### config.mk
export PLATFORM = sky130hd
export DESIGN_NAME = fic_counter
export DESIGN_NICKNAME = d
export VERILOG_FILES = /design/src/verilog/fic_pkg.sv /design/src/verilog/fic_counter.sv
export SDC_FILE = /design/constraint.sdc
export NUM_CORES = 1
export LEC_CHECK = 0
export ABC_CLOCK_PERIOD_IN_PS = 2100
export BUFFER_PORTS_ARGS = -buffer_cell sky130_fd_sc_hd__buf_4
export CAP_MARGIN = 20
export CORE_MARGIN = 5
export CORE_UTILIZATION = 51
export DETAILED_ROUTE_END_ITERATION = 8
export GPL_TIMING_DRIVEN = 0
export PLACE_DENSITY_LB_ADDON = 0.05
export RECOVER_POWER = 25
export SLEW_MARGIN = 30
export SYNTH_ARGS = -nofsm -noshare
export SYNTH_HDL_FRONTEND = slang
export SYNTH_SLANG_ARGS = --single-unit
### constraint.sdc
create_clock -name hclk -period 2.1 [get_ports hclk]
set_input_delay 0.315 -clock hclk [delete_from_list [all_inputs] [get_ports hclk]]
set_output_delay 0.315 -clock hclk [all_outputs]
set_load 0.05 [all_outputs]
### src/verilog/fic_pkg.sv
// Notes on behaviour
// - Cycle counter counts input periods in two stages, total ratio 32.
// - Time-base counter counts 2 MHz ticks in three stages, total ratio 2048.
// - Frequency mode uses both counters; interval mode uses only the time base.
// - Frequency mode needs interval path open and time base fed by frequency gate.
// - Armed selector closes both gates at the next input cycle start.
// - Gated counters emit final-stage carries; controller counts them via carry gating.
// - After disarm, gates open at next input cycle start; one whole cycle counted.
// - After gating, stage contents are presented, first cycle-counter stage first.
// - Each step shifts next higher stages into stage one and presents again.
// - First time-base tick after arming closes interval gate; every tick is counted.
// - Stop-count pulse ends counting; count is read stage by stage as before.
// - Three enable bits decode to eight active-low lines; fourth bit gates decoder.
// - Select and data codes are four bits each on port lines 00 to 07.
// - Select codes are decoded only while the own enable line is active.
// - Data codes are latched only on the decoded select line trigger.
// - Select bits reach the bus through inverters; low port appears high.
// - Bits numbered from 0; decoded enable index equals the enable bits value.
// - Unbuffered data lines read status or measurement values back.
// - Enable decoder is active only while enable bit 3 is low on the bus.
// - Select decoder enabled only when select bit 3 and own enable line are low.
package fic_pkg;

    localparam int unsigned CLK_HZ = 20_000_000;
    localparam int unsigned TB_HZ = 2_000_000;
    localparam int unsigned TB_DIV = CLK_HZ / TB_HZ;

    localparam int unsigned CYC_RATIO = 32;
    localparam int unsigned TB_RATIO = 2048;
    localparam int unsigned CYC_W = $clog2(CYC_RATIO);
    localparam int unsigned TBC_W = $clog2(TB_RATIO);
    localparam int unsigned STAGES = 5;
    localparam int unsigned NIB = 4;

    // Register byte offsets
    localparam logic [7:0] REG_IBUS = 8'h00;
    localparam logic [7:0] REG_STAT = 8'h04;
    localparam logic [7:0] REG_RDBK = 8'h08;
    localparam logic [7:0] REG_CNT = 8'h0c;
    localparam logic [11:0] IBUS_RESET = 12'hfff;

    // Status field positions
    localparam int unsigned ST_STATE = 0;
    localparam int unsigned ST_TBSEL = 4;
    localparam int unsigned ST_RAMP = 5;
    localparam int unsigned ST_GATE = 6;
    localparam int unsigned ST_TBCAR = 8;
    localparam int unsigned ST_CYCAR = 16;

    // Counter select codes and control data bits
    localparam logic [2:0] SEL_CTRL = 3'h0;
    localparam logic [2:0] SEL_XFER = 3'h1;
    localparam int unsigned CB_TBSEL = 0;
    localparam int unsigned CB_CLEAR = 1;
    localparam int unsigned CB_ARM = 2;
    localparam int unsigned CB_IVARM = 3;

    localparam logic [1:0] HTRANS_NONSEQ = 2'h2;
    localparam logic [1:0] HTRANS_SEQ = 2'h3;

    typedef struct packed {
        logic [3:0] e;
        logic [3:0] s;
        logic [3:0] d;
    } fic_code_t;

    typedef struct packed {
        logic cycle;
        logic clock;
    } fic_carry_t;

    typedef enum logic [2:0] {
        FIC_IDLE = 3'b000,
        FIC_ARMED = 3'b001,
        FIC_GATING = 3'b011,
        FIC_DISARM = 3'b010,
        FIC_DONE = 3'b110,
        FIC_IV_ARMED = 3'b100,
        FIC_IV_COUNT = 3'b101
    } fic_state_t;

endpackage
### src/verilog/fic_counter.sv
`timescale 1ns/1ps
module fic_counter
    import fic_pkg::*;
#(
    parameter logic [2:0] COUNTER_ENABLE = 3'h5
)
(
    input wire logic hclk,
    input wire logic hresetn,
    input wire logic hsel,
    input wire logic [31:0] haddr,
    input wire logic [1:0] htrans,
    input wire logic hwrite,
    input wire logic [2:0] hsize,
    input wire logic [31:0] hwdata,
    input wire logic hready,
    output logic [31:0] hrdata,
    output logic hreadyout,
    output logic hresp,
    input wire logic selected_input_frequency,
    input wire logic stop_count,
    output logic [7:0] enable_n,
    output logic [7:0] select_n,
    output logic [3:0] data_latch,
    output logic ramp_start,
    output fic_carry_t carry,
    output logic [3:0] readback_data
);

    function automatic logic [7:0] dec3(input logic [2:0] v);
        dec3 = 8'h01 << v;
    endfunction

    // AHB-Lite slave, zero wait states
    logic wr_pend_q;
    logic [7:0] wr_addr_q;
    logic [31:0] hrdata_q;
    logic acc;
    logic [31:0] rd_mux;

    assign acc = hsel && hready && (htrans == HTRANS_NONSEQ || htrans == HTRANS_SEQ);
    assign hreadyout = 1'b1;
    assign hresp = 1'b0;
    assign hrdata = hrdata_q;

    always_ff @(posedge hclk or negedge hresetn)
    begin
        if (!hresetn)
            wr_pend_q <= 1'b0;
        else
            wr_pend_q <= acc && hwrite;
    end

    always_ff @(posedge hclk or negedge hresetn)
    begin
        if (!hresetn)
            wr_addr_q <= 8'h00;
        else
            wr_addr_q <= haddr[7:0];
    end

    always_ff @(posedge hclk or negedge hresetn)
    begin
        if (!hresetn)
            hrdata_q <= 32'h0000_0000;
        else if (acc && !hwrite)
            hrdata_q <= rd_mux;
    end

    // Instrument bus code as written to the processor port
    fic_code_t port_q;
    logic strobe_q;
    logic [3:0] bus_s;
    logic dec_en;
    logic [7:0] en_d;

    always_ff @(posedge hclk or negedge hresetn)
    begin
        if (!hresetn)
            port_q <= IBUS_RESET;
        else if (wr_pend_q && wr_addr_q == REG_IBUS)
            port_q <= hwdata[11:0];
    end

    always_ff @(posedge hclk or negedge hresetn)
    begin
        if (!hresetn)
            strobe_q <= 1'b0;
        else
            strobe_q <= wr_pend_q && wr_addr_q == REG_IBUS;
    end

    assign bus_s = ~port_q.s;
    assign dec_en = !port_q.e[3];
    // Select qualifies on the enable of the code just written
    assign en_d = dec_en ? ~dec3(port_q.e[2:0]) : 8'hff;

    // Enable lines follow the port; select lines pulse once per write that enables the select decoder
    always_ff @(posedge hclk or negedge hresetn)
    begin
        if (!hresetn)
            enable_n <= 8'hff;
        else
            enable_n <= en_d;
    end

    always_ff @(posedge hclk or negedge hresetn)
    begin
        if (!hresetn)
            select_n <= 8'hff;
        else if (strobe_q && !bus_s[3] && !en_d[COUNTER_ENABLE])
            select_n <= ~dec3(bus_s[2:0]);
        else
            select_n <= 8'hff;
    end

    logic ctrl_trig;
    logic xfer_trig;
    assign ctrl_trig = !select_n[SEL_CTRL];
    assign xfer_trig = !select_n[SEL_XFER];

    always_ff @(posedge hclk or negedge hresetn)
    begin
        if (!hresetn)
            data_latch <= 4'h0;
        else if (ctrl_trig)
            data_latch <= port_q.d;
    end

    logic do_clear;
    logic do_arm;
    logic do_disarm;
    logic do_ivarm;
    logic tb_sel_q;
    logic fr_start;
    logic iv_start;
    assign do_clear = ctrl_trig && port_q.d[CB_CLEAR];
    assign do_arm = ctrl_trig && port_q.d[CB_ARM];
    assign do_disarm = ctrl_trig && !port_q.d[CB_ARM];
    assign do_ivarm = ctrl_trig && port_q.d[CB_IVARM];
    assign fr_start = do_arm && !port_q.d[CB_TBSEL];
    assign iv_start = do_ivarm && port_q.d[CB_TBSEL];

    // Time-base path selector: 0 frequency gate, 1 interval gate
    always_ff @(posedge hclk or negedge hresetn)
    begin
        if (!hresetn)
            tb_sel_q <= 1'b0;
        else if (ctrl_trig)
            tb_sel_q <= port_q.d[CB_TBSEL];
    end

    // 2 MHz time-base tick
    logic [$clog2(TB_DIV)-1:0] div_q;
    logic tick;
    assign tick = div_q == ($clog2(TB_DIV))'(TB_DIV - 1);

    always_ff @(posedge hclk or negedge hresetn)
    begin
        if (!hresetn)
            div_q <= '0;
        else if (tick)
            div_q <= '0;
        else
            div_q <= div_q + 1'b1;
    end

    // Input cycle start detection
    logic fin_prev_q;
    logic fin_rise;
    assign fin_rise = selected_input_frequency && !fin_prev_q;

    always_ff @(posedge hclk or negedge hresetn)
    begin
        if (!hresetn)
            fin_prev_q <= 1'b0;
        else
            fin_prev_q <= selected_input_frequency;
    end

    // Mode selector and interval gate
    fic_state_t state_q;
    logic end_gate;
    assign end_gate = (state_q == FIC_DISARM && fin_rise)
        || (state_q == FIC_IV_COUNT && stop_count);

    always_ff @(posedge hclk or negedge hresetn)
    begin
        if (!hresetn)
            state_q <= FIC_IDLE;
        else
        begin
            unique case (state_q)
                FIC_IDLE, FIC_DONE:
                begin
                    if (fr_start)
                        state_q <= FIC_ARMED;
                    else if (iv_start)
                        state_q <= FIC_IV_ARMED;
                end
                FIC_ARMED:
                begin
                    if (do_disarm)
                        state_q <= FIC_IDLE;
                    else if (fin_rise)
                        state_q <= FIC_GATING;
                end
                FIC_GATING:
                begin
                    if (do_disarm)
                        state_q <= FIC_DISARM;
                end
                FIC_DISARM:
                begin
                    if (fin_rise)
                        state_q <= FIC_DONE;
                end
                FIC_IV_ARMED:
                begin
                    if (tick)
                        state_q <= FIC_IV_COUNT;
                end
                FIC_IV_COUNT:
                begin
                    if (stop_count)
                        state_q <= FIC_DONE;
                end
                default:
                    state_q <= FIC_IDLE;
            endcase
        end
    end

    always_ff @(posedge hclk or negedge hresetn)
    begin
        if (!hresetn)
            ramp_start <= 1'b0;
        else if (iv_start && (state_q == FIC_IDLE || state_q == FIC_DONE))
            ramp_start <= 1'b1;
        else if (end_gate || state_q == FIC_IDLE)
            ramp_start <= 1'b0;
    end

    // Gates: cycle counter only in frequency mode
    logic freq_gate;
    logic cyc_en;
    logic tb_en;
    assign freq_gate = state_q == FIC_GATING || state_q == FIC_DISARM;
    assign cyc_en = freq_gate && fin_rise;
    assign tb_en = tick && ((freq_gate && !tb_sel_q)
        || (state_q == FIC_IV_COUNT && tb_sel_q));

    // Counters and final-stage carries
    logic [CYC_W-1:0] cyc_q;
    logic [TBC_W-1:0] tbc_q;
    logic [7:0] tb_car_q;
    logic [7:0] cyc_car_q;

    always_ff @(posedge hclk or negedge hresetn)
    begin
        if (!hresetn)
            cyc_q <= '0;
        else if (do_clear)
            cyc_q <= '0;
        else if (cyc_en)
            cyc_q <= cyc_q + 1'b1;
    end

    always_ff @(posedge hclk or negedge hresetn)
    begin
        if (!hresetn)
            tbc_q <= '0;
        else if (do_clear)
            tbc_q <= '0;
        else if (tb_en)
            tbc_q <= tbc_q + 1'b1;
    end

    always_ff @(posedge hclk or negedge hresetn)
    begin
        if (!hresetn)
            carry <= '0;
        else if (do_clear)
            carry <= '0;
        else
        begin
            carry.cycle <= cyc_en && (&cyc_q);
            carry.clock <= tb_en && (&tbc_q);
        end
    end

    // Carry gating: each carry pulse counted a cycle later, whether gates are open or closed
    always_ff @(posedge hclk or negedge hresetn)
    begin
        if (!hresetn)
        begin
            tb_car_q <= 8'h00;
            cyc_car_q <= 8'h00;
        end
        else if (do_clear)
        begin
            tb_car_q <= 8'h00;
            cyc_car_q <= 8'h00;
        end
        else
        begin
            if (carry.clock)
                tb_car_q <= tb_car_q + 1'b1;
            if (carry.cycle)
                cyc_car_q <= cyc_car_q + 1'b1;
        end
    end

    // Transfer chain, lowest nibble is cycle stage 1
    logic [STAGES*NIB-1:0] chain_q;
    logic load_q;

    // Stage order seen by the controller, lowest nibble first
    function automatic logic [STAGES*NIB-1:0] pack_stages(input logic [CYC_W-1:0] c,
        input logic [TBC_W-1:0] t);
        pack_stages = {t[3:0], t[7:4], 1'b0, t[10:8], 3'b000, c[4], c[3:0]};
    endfunction

    // Load a cycle after the gate opens, once the closing count has landed
    always_ff @(posedge hclk or negedge hresetn)
    begin
        if (!hresetn)
            load_q <= 1'b0;
        else
            load_q <= end_gate;
    end

    always_ff @(posedge hclk or negedge hresetn)
    begin
        if (!hresetn)
            chain_q <= '0;
        else if (do_clear)
            chain_q <= '0;
        else if (load_q)
            chain_q <= pack_stages(cyc_q, tbc_q);
        else if (xfer_trig && state_q == FIC_DONE)
            chain_q <= {{NIB{1'b0}}, chain_q[STAGES*NIB-1:NIB]};
    end

    always_ff @(posedge hclk or negedge hresetn)
    begin
        if (!hresetn)
            readback_data <= 4'h0;
        else
            readback_data <= chain_q[NIB-1:0];
    end

    always_comb
    begin
        rd_mux = 32'h0000_0000;
        unique case (haddr[7:0])
            REG_IBUS: rd_mux[11:0] = port_q;
            REG_STAT:
            begin
                rd_mux[ST_STATE +: 3] = state_q;
                rd_mux[ST_TBSEL] = tb_sel_q;
                rd_mux[ST_RAMP] = ramp_start;
                rd_mux[ST_GATE] = freq_gate;
                rd_mux[ST_TBCAR +: 8] = tb_car_q;
                rd_mux[ST_CYCAR +: 8] = cyc_car_q;
            end
            REG_RDBK: rd_mux[3:0] = chain_q[NIB-1:0];
            REG_CNT: rd_mux[CYC_W+TBC_W-1:0] = {cyc_q, tbc_q};
            default: rd_mux = 32'h0000_0000;
        endcase
    end

endmodule

======== Word-level counts from Yosys, hierarchy flattened ========
Cells that the tools add are included.
word-level totals
  register bits ........................... 135
  output and inout bits ................... 61
cells by class
  $add $sub $neg .......................... 5
  equality and inequality tests ........... 18
  shift operators ......................... 2
  mux-type cells .......................... 33
  bitwise logic cells ..................... 3
  reductions and logical operators ........ 52
operators with widths
  kind                                              count
  2-to-1 mux 20 bit                                 3
  2-to-1 mux 8 bit                                  7
  logical AND 1 bit                                 24
  2-to-1 mux 3 bit                                  8
  2-to-1 mux 11 bit                                 2
  one-hot mux 3 bit (6 select lines)                1
  adder 8 x 1 -> 8 bit (second input constant)      2
  == test 8 x 4 -> 1 bit (second input constant)    2
  zero test 8 bit                                   2
  NOT 8 bit                                         2
  << shifter 1 x 3 -> 8 bit (first input constant)  2
  one-hot mux 3 bit (4 select lines)                1
  one-hot mux 4 bit (3 select lines)                1
  adder 11 x 1 -> 11 bit (second input constant)    1
  AND reduction 11 bit                              1
  2-to-1 mux 5 bit                                  2
  nonzero test 2 bit                                5
  == test 3 bit (second input constant)             3
  zero test 1 bit                                   9
  one-hot mux 3 bit (3 select lines)                1
  == test 8 x 3 -> 1 bit (second input constant)    1
  inequality test 2 bit (second input constant)     4
  one-hot mux 4 bit (2 select lines)                1
  == test 3 x 2 -> 1 bit (second input constant)    2
  other kinds (18)                                  26

======== Logic depth before layout (Yosys ltp) ========
Gate-level depths: netlist of the first run.
  word-level depth ........................ 7
  mapped depth ............................ 7

======== Worst setup path before layout of the first run ========
No wires, ideal clock.
  path type ............................... input-to-reg
  start ................................... input port haddr[1]
  end ..................................... register hrdata_q[14] (netlist: hrdata[14])
  setup time .............................. 67 ps
  arrival time ............................ 1803 ps
  required time ........................... 2033 ps
  slack ................................... 231 ps
  stages on the path ...................... 7
  path buffers ............................ 2
  cell sequence ........................... or4_1 or4_1 buf_6 nor3_4 buf_6 a222oi_1 inv_1
between the ends
  word-level cells in the longest chain between the ends .. 2
RTL lines
  element                                                                  line                source
  start: declaration                                                       fic_counter.sv:11   input wire logic [31:0] haddr,
  == test 8 x 4 -> 1 bit / == test 8 x 3 -> 1 bit (equally long branches)  fic_counter.sv:356  unique case (haddr[7:0])
  one-hot mux 4 bit (2 select lines) *                                     fic_counter.sv:356
  end signal: assignment                                                   fic_counter.sv:67   hrdata_q <= rd_mux;
  end: declaration                                                         fic_counter.sv:37   logic [31:0] hrdata_q;
Every way passes the cells marked *; elsewhere a longest branch is shown, timed or not.
A chain may end at the register's enable or synchronous reset.

======== Worst setup path after layout of the first run ========
  start ................................... register state_q[2]
  end ..................................... register tbc_q[10]
between the ends
  word-level cells in the longest chain between the ends .. 6
RTL lines
  element                         line                source
  start: declaration              fic_counter.sv:182  fic_state_t state_q;
  start signal: assignment        fic_counter.sv:190  state_q <= FIC_IDLE;
  start signal: assignment        fic_counter.sv:197  state_q <= FIC_ARMED;
  start signal: assignment        fic_counter.sv:199  state_q <= FIC_IV_ARMED;
  == test 3 x 2 -> 1 bit          fic_counter.sv:248  assign freq_gate = state_q == FIC_GATING || state_q == FIC_DISARM;
  logical OR 1 bit                fic_counter.sv:248
  logical AND 1 bit               fic_counter.sv:250  assign tb_en = tick && ((freq_gate && !tb_sel_q)
  logical OR 1 bit *              fic_counter.sv:251  || (state_q == FIC_IV_COUNT && tb_sel_q));
  logical AND 1 bit *             fic_counter.sv:250
  nonzero test 2 bit (no line) *  --
  end signal: assignment          fic_counter.sv:276  tbc_q <= tbc_q + 1'b1;
  end: declaration                fic_counter.sv:255  logic [TBC_W-1:0] tbc_q;
Marked as above.

==> results.tsv, run 1 <==
stage	metric	value	unit
grt	antenna_found_initial	0	
floorplan	rows	39	
yosys	ys_seq_area_share	56.9	%
routing	drc_errors	0	
sta	slew_headroom	29.5	%
routing	ant_nets	0	
sta	period_minus_slack	1.95	ns
grt	grt_pass1_vias	4561	
sta	post-route-period-util	93.1	%
routing	firstDrtPassIters	5	
sta	rsz0062_at_grt	false	
yosys	ys.flop_type	dfrtp_1	
setup_path	cp.arrival	2.24	ns
place	place.gp.congestion	0.819	
pwr	p_leak	3.54	nW
floorplan	num_io_pins	137	
routing	wire_per_inst	16.9	um
pwr	pwr-share-clk	43.7	%
run	cap_violations	0	
status	status	finished clean	
floorplan	core	11400	um^2
yosys	ys_ff_latch	134	
clock_network	clockBufferDepth	2	
pwr	switching_power	1.96	mW
yosys	netlist_top_cells_count	106 x dfrtp_1, 81 x nand2_1, 66 x nor2_1	
sta	skew	0.00638	ns
setup_path	cp_cell_sequence	or3b_2, a211oi_4, and4_1, xnor2_1, nor2_1	
sta	finalSetupViolCount	0	
setup_path	end_kind	flop	
yosys	synth_edf_count	0	
grt	grt_pass1_wl	23600	um
pwr	power.internal	5.20	mW
finish	syn2layout_area_growth	25.7	%
clock_network	clk_latency	0.42	ns
place	placed_cells	786	
yosys	avgSynthCellArea	10.7	um^2
floorplan	dieArea	13900	um^2
yosys	ys_warn_count	0	
grt	globalRouteTotalUtil	21.1	%
clock_network	cts_num_sinks	134	
clock_network	path_clk_slew	0.06	ns
yosys	synthTopCellsByArea	dfrtp_1 45%, dfstp_2 12%, nand2_1 5.1%	
finish	fin_cells	826	
sta	max_freq	512	MHz
routing	vias	4458	
floorplan	die_width	118	um
setup_path	path_class	reg2reg	
setup_path	critPathLaunchType	flop	
place	hpwl	9920	um
grt	grt_max_degree	78	
pwr	power.total	7.17	mW
routing	drt_wl_total	14000	um
yosys	synth_most_common_cell	dfrtp_1	
sta	final_hold_viol_count	0	
clock_network	cts_buffers	17	
yosys	synth_top_area_share	44.6	%
finish	antenna_cells	0	
grt	grt-ovfl-total	0	
floorplan	die_y	118	um
sta	slew_violations	0	
min_path	hold_class	in2reg	
finish	fin_nets	751	
clock_network	clockRootBuffer	clkbuf_16	
routing	vias_per_cell	5.40	
setup_path	slowest_stage	or3b_2	
pwr	power_density	958	nW/um^2
setup_path	crit_fanout	7	
place	portBuffers	78	
yosys	async_flop_share	100	%
floorplan	initial_core_util	52.1	%
routing	drtIter0Drc	337	
pwr	seqPwrFrac	41.2	%
setup_path	slowest_delay	0.54	ns
pwr	switching_share	27.4	%
finish	layout-drive-gt1-share	25.0	%
setup_path	crit_required	2.38	ns
pwr	ir_drop	0.624	mV
pwr	pwr-share-comb	15.1	%
yosys	yosys.area.top_type	dfrtp_1	
yosys	syn_inst	556	
clock_network	cts_tree	yes	
yosys	ys_types	54	
sta	tightest_slew	1.06	ns
yosys	netlist_area	5950	um^2
clock_network	htree_levels	4	
## stage by stage
step	setup TNS [ns]	util, %	instance area [um^2]	hold WS [ns]	worst slack, ns
after global placement	-0.678	59.1	6750	0.434	-0.0843
after global routing	0	65.5	7480	0.0507	0.00247
after detailed placement	-0.761	59.4	6790	0.328	-0.0851
after CTS	0	65.7	7500	0.00761	0.0771
final	0	65.5	7480	0.0580	0.146
after floorplan	0	-	5980	0.0194	0.231
## metal layers
metal  GRT usage [%]  share of wire [%]  up-vias  wire length [um]
met4            7.38                2.2        0               303
met1            27.0                 43     2208              6060
met3            5.77                4.8       22               666
met5               0                  0        -                 0
li1                -                  -     2123                 -
met2            34.4                 50      105              6930
## cells in the final DEF (no fill, tap or decap), drive strengths merged, types with 5 or more instances in the layout
cell,netlist,final
nor3,8,8
nand4,12,12
ha,5,5
inv,14,14
clkbuf,24,56
nand3,5,5
dfstp,28,28
and3,8,8
a22o,16,16
or3,6,6
dlygate4sd3,0,8
conb,2,10
xor2,16,16
dfrtp,106,106
nand2,81,81
clkinv,0,5
xnor2,7,7
nor2,66,66
o21ai,23,23
mux2i,30,30
a21oi,28,28
nor2b,8,8
buf,16,82
## path summary, 6_finish.rpt
| path | from | to | slack, ns | cells after the start |
|---|---|---|---|---|
| min | haddr[3] | wr_addr_q[3]$_DFF_PN0_ | 0.06 | 1 |
| max | state_q[2]$_DFFE_PN0P_ | tbc_q[10]$_DFFE_PN0P_ | 0.15 | 5 |
| max in group asynchronous | hresetn | enable_n[2]$_DFF_PN1_ | 0.61 | 3 |
| min reg2reg | chain_q[1]$_DFFE_PN0P_ | readback_data[1]$_DFF_PN0_ | 0.47 | 0 |
| max reg2reg | state_q[2]$_DFFE_PN0P_ | tbc_q[10]$_DFFE_PN0P_ | 0.15 | 5 |
| min in group asynchronous | hresetn | strobe_q$_DFF_PN0_ | 0.65 | 2 |
## layout make-up
cell class / instances / area (um^2)
fillers: 926 / 3940
flip-flops and latches: 134 / 3390
multi-input cells: 376 / 2320
repair buffers: 87 / 671
clock buffers: 19 / 453
plain buffers: 40 / 234
clock inverters: 13 / 179
well taps: 143 / 179
inverters: 14 / 52.6
## power groups by stage
stage / clock, mW / combinational (mW) / sequential, mW
2_1_floorplan: 0 / 0.603 / 3.06
3_3_place_gp: 0 / 1.04 / 2.98
3_5_place_dp: 0 / 1.07 / 2.99
4_1_cts: 3.18 / 1.09 / 2.95
5_1_grt: 3.30 / 1.20 / 2.97
6_report: 3.13 / 1.08 / 2.95
## cells by family (layout without fill, tap and decap cells)
group,count (synthesis),in the layout,share of synthesized area (%)
buffers and inverters,54,173,4.73
adder cells (fa/ha/maj),5,5,1.05
flip-flops,134,134,56.9
XOR/XNOR,23,23,3.38
other,2,10,0.126
AND/OR/NAND/NOR,217,217,17.3
multiplexers,37,37,6.94
AO/OA/AOI/OAI,84,84,9.58
## state kept, by name, summed over array words and instances, names as in the netlist, 2 cells and up
signal	count
select_n	8
data_latch	4
carry	2
hrdata	24
state_q	3
chain_q	20
readback_data	4
cyc_car_q	8
tbc_q	11
wr_addr_q	8
cyc_q	5
port_q	12
enable_n	8
div_q	4
tb_car_q	8
## critical path, delay by kind of cell (launching register included)
kind                      cells  cell delay [ns]
DFF                           1             0.43
AOI/OAI and AO/OA             1             0.39
xor gates and xnor gates      1             0.12
and+or+nand+nor               3             0.88
## timing repair
action	4_1_cts	5_1_grt
setup buffers	0	0
gates resized for setup	0	3
endpoints found under the hold margin	59	0
hold buffers	8	0
setup endpoints to repair	0	12
No activity file was read; power rests on OpenSTA's default activity.
==> run 2: changes to the inputs <==
Settings changed: ABC_CLOCK_PERIOD_IN_PS 2100 to not set, REMOVE_ABC_BUFFERS set to 1.
==> run 2 against run 1 <==
  * Worst hold slack got worse by 0.023 ns
  * Critical endpoint unchanged
  * Sequential power up 4%
  * Count of clock-buffer cells in the layout grew 3
==> results.tsv, run 2 (synthesis gave the netlist of run 1 again) <==
stage	metric	value	unit
clock_network	path_clk_slew	0.05	ns
sta	finalSetupViolCount	0	
pwr	power_density	934	nW/um^2
floorplan	dieArea	13900	um^2
pwr	ir_drop	0.634	mV
finish	final_common_cell	dfrtp_1	
routing	wire_per_inst	16.8	um
setup_path	reg2reg_from	state_q[1]$_DFFE_PN0P_	
setup_path	reg2reg_to	tbc_q[10]$_DFFE_PN0P_	
setup_path	cp.arrival	2.29	ns
routing	firstDrtPassIters	5	
sta	post-route-period-util	94.4	%
place	dpl-instance-area	6630	um^2
finish	layout-drive-gt1-share	24.8	%
routing	vias_per_cell	5.41	
routing	drt_wl_total	13300	um
sta	slew_violations	0	
setup_path	ff2ff_path_depth	5	
setup_path	end_kind	flop	
setup_path	crit_fanout	16	
routing	vias	4278	
place	placed_cells	749	
clock_network	cts_tree	yes	
routing	drc_errors	0	
setup_path	path_class	reg2reg	
min_path	min_from	selected_input_frequency	
floorplan	rows	39	
grt	grt-ovfl-total	0	
pwr	p_leak	3.44	nW
setup_path	path_buf_inv	0	
sta	max_freq	504	MHz
floorplan	initial_core_util	52.1	%
sta	tightest_slew	1.28	ns
place	place_ws	-0.823	ns
routing	drtIter0Drc	336	
finish	layout_common_cells	102 x dfrtp_1, 81 x nand2_1, 72 x buf_4	
clock_network	htree_levels	4	
clock_network	clockRootBuffer	clkbuf_16	
floorplan	die_width	118	um
floorplan	die_y	118	um
place	place.gp.congestion	0.760	
setup_path	slowest_delay	0.53	ns
finish	fin_nets	716	
setup_path	critPathTopFamily	simple AND/OR/NAND/NOR gates	
finish	fin_util	63.7	%
sta	period_minus_slack	1.98	ns
sta	final_hold_viol_count	0	
finish	stdcell_area	7270	um^2
grt	grt_pass1_wl	22700	um
finish	syn2layout_area_growth	22.2	%
min_path	holdPathEnd	fin_prev_q$_DFF_PN0_	
clock_network	clk_latency	0.42	ns
pwr	power.total	6.79	mW
finish	fin_cells	791	
sta	slew_headroom	15.0	%
place	portBuffers	78	
grt	globalRouteTotalUtil	20.4	%
setup_path	r2r_slack	0.12	ns
grt	grt_pass1_vias	4364	
finish	antenna_cells	0	
setup_path	crit_required	2.41	ns
status	status	finished clean	
grt	grt_max_degree	88	
sta	skew	0.00565	ns
floorplan	num_io_pins	137	
place	hpwl	9260	um
setup_path	slowest_stage	or3b_2	
clock_network	clockBufferDepth	2	
finish	largest_reg_flops	24	
setup_path	cp_cell_sequence	or3b_2, a211oi_4, and4_1, xnor2_1, nor2_1	
min_path	hold_class	in2reg	
sta	fin_ws	0.117	ns
floorplan	core	11400	um^2
sta	rsz0062_at_grt	false	
run	cap_violations	0	
clock_network	cts_num_sinks	134	
min_path	whs_path_depth	1	
routing	ant_nets	0	
grt	antenna_found_initial	0	
clock_network	cts_buffers	17	
setup_path	critPathLaunchType	flop	
==> run 2: changes by cell type in the layout (fill, tap and decap cells not counted), sizes merged <==
| cell | previous run | this run |
|---|---|---|
| dlygate4sd3 | 8 | 6 |
| inv | 14 | 13 |
| bufinv | 4 | 0 |
| clkbuf | 56 | 33 |
| clkinv | 5 | 9 |
| clkinvlp | 4 | 2 |
| buf | 82 | 75 |
==> run 2: what timing repair did <==
item,CTS,global route
setup buffers,4,0
pin swaps,3,1
setup endpoints to repair,44,7
hold buffers,6,0
hold endpoints to repair,30,0
resized for setup,3,2
==> run 2: cell type report <==
class                   count  area, um^2
clock buffers              22         518
clock inverters            10        67.6
fillers                   958        4150
inverters                  14        56.3
multi-input cells         376        2350
flip-flops and latches    134        3390
well taps                 143         179
repair buffers             92         709
==> run 2: worst max path at each step <==
stage	startpoint	endpoint	depth (start not counted)
floorplan	state_q[0]$_DFFE_PN0P_	chain_q[0]$_DFFE_PN0P_	5
global placement	state_q[1]$_DFFE_PN0P_	chain_q[0]$_DFFE_PN0P_	5
detailed placement	hwrite	hrdata[13]$_DFFE_PN0P_	6
CTS	state_q[2]$_DFFE_PN0P_	tbc_q[10]$_DFFE_PN0P_	5
global route	state_q[1]$_DFFE_PN0P_	tbc_q[10]$_DFFE_PN0P_	5
finish	state_q[1]$_DFFE_PN0P_	tbc_q[10]$_DFFE_PN0P_	5
==> run 2: layer usage <==
metal / vias to the layer above / track usage, % / part of all wire (%)
met3: 24 / 5.62 / 4.6
li1: 2066 / - / -
met2: 89 / 32.7 / 50
met4: 0 / 7.31 / 1.8
met5: - / 0 / 0
met1: 2099 / 26.6 / 44
==> run 2: report_power, final <==
| part | total, mW | switching, mW | internal (mW) |
|---|---|---|---|
| Combinational | 0.886 | 0.522 | 0.364 |
| Clock | 2.84 | 1.09 | 1.75 |
| Sequential | 3.07 | 0.303 | 2.77 |
==> run 2: metrics by stage <==
step / TNS, ns / hold WS (ns)
final: 0 / 0.0352
after CTS: 0 / 0.00151
after detailed placement: -16.12 / 0.236
after global placement: -121.00 / 0.438
after global routing: 0 / 0.0279
after floorplan: -49.19 / 0.0194
==> run 2: worst register-to-register path, delay by kind of cell (launching register included) <==
| kind | cells | cell delay, ns |
|---|---|---|
| and+or+nand+nor | 3 | 0.89 |
| DFF | 1 | 0.52 |
| AOI/OAI and AO/OA | 1 | 0.34 |
| xor gates and xnor gates | 1 | 0.13 |
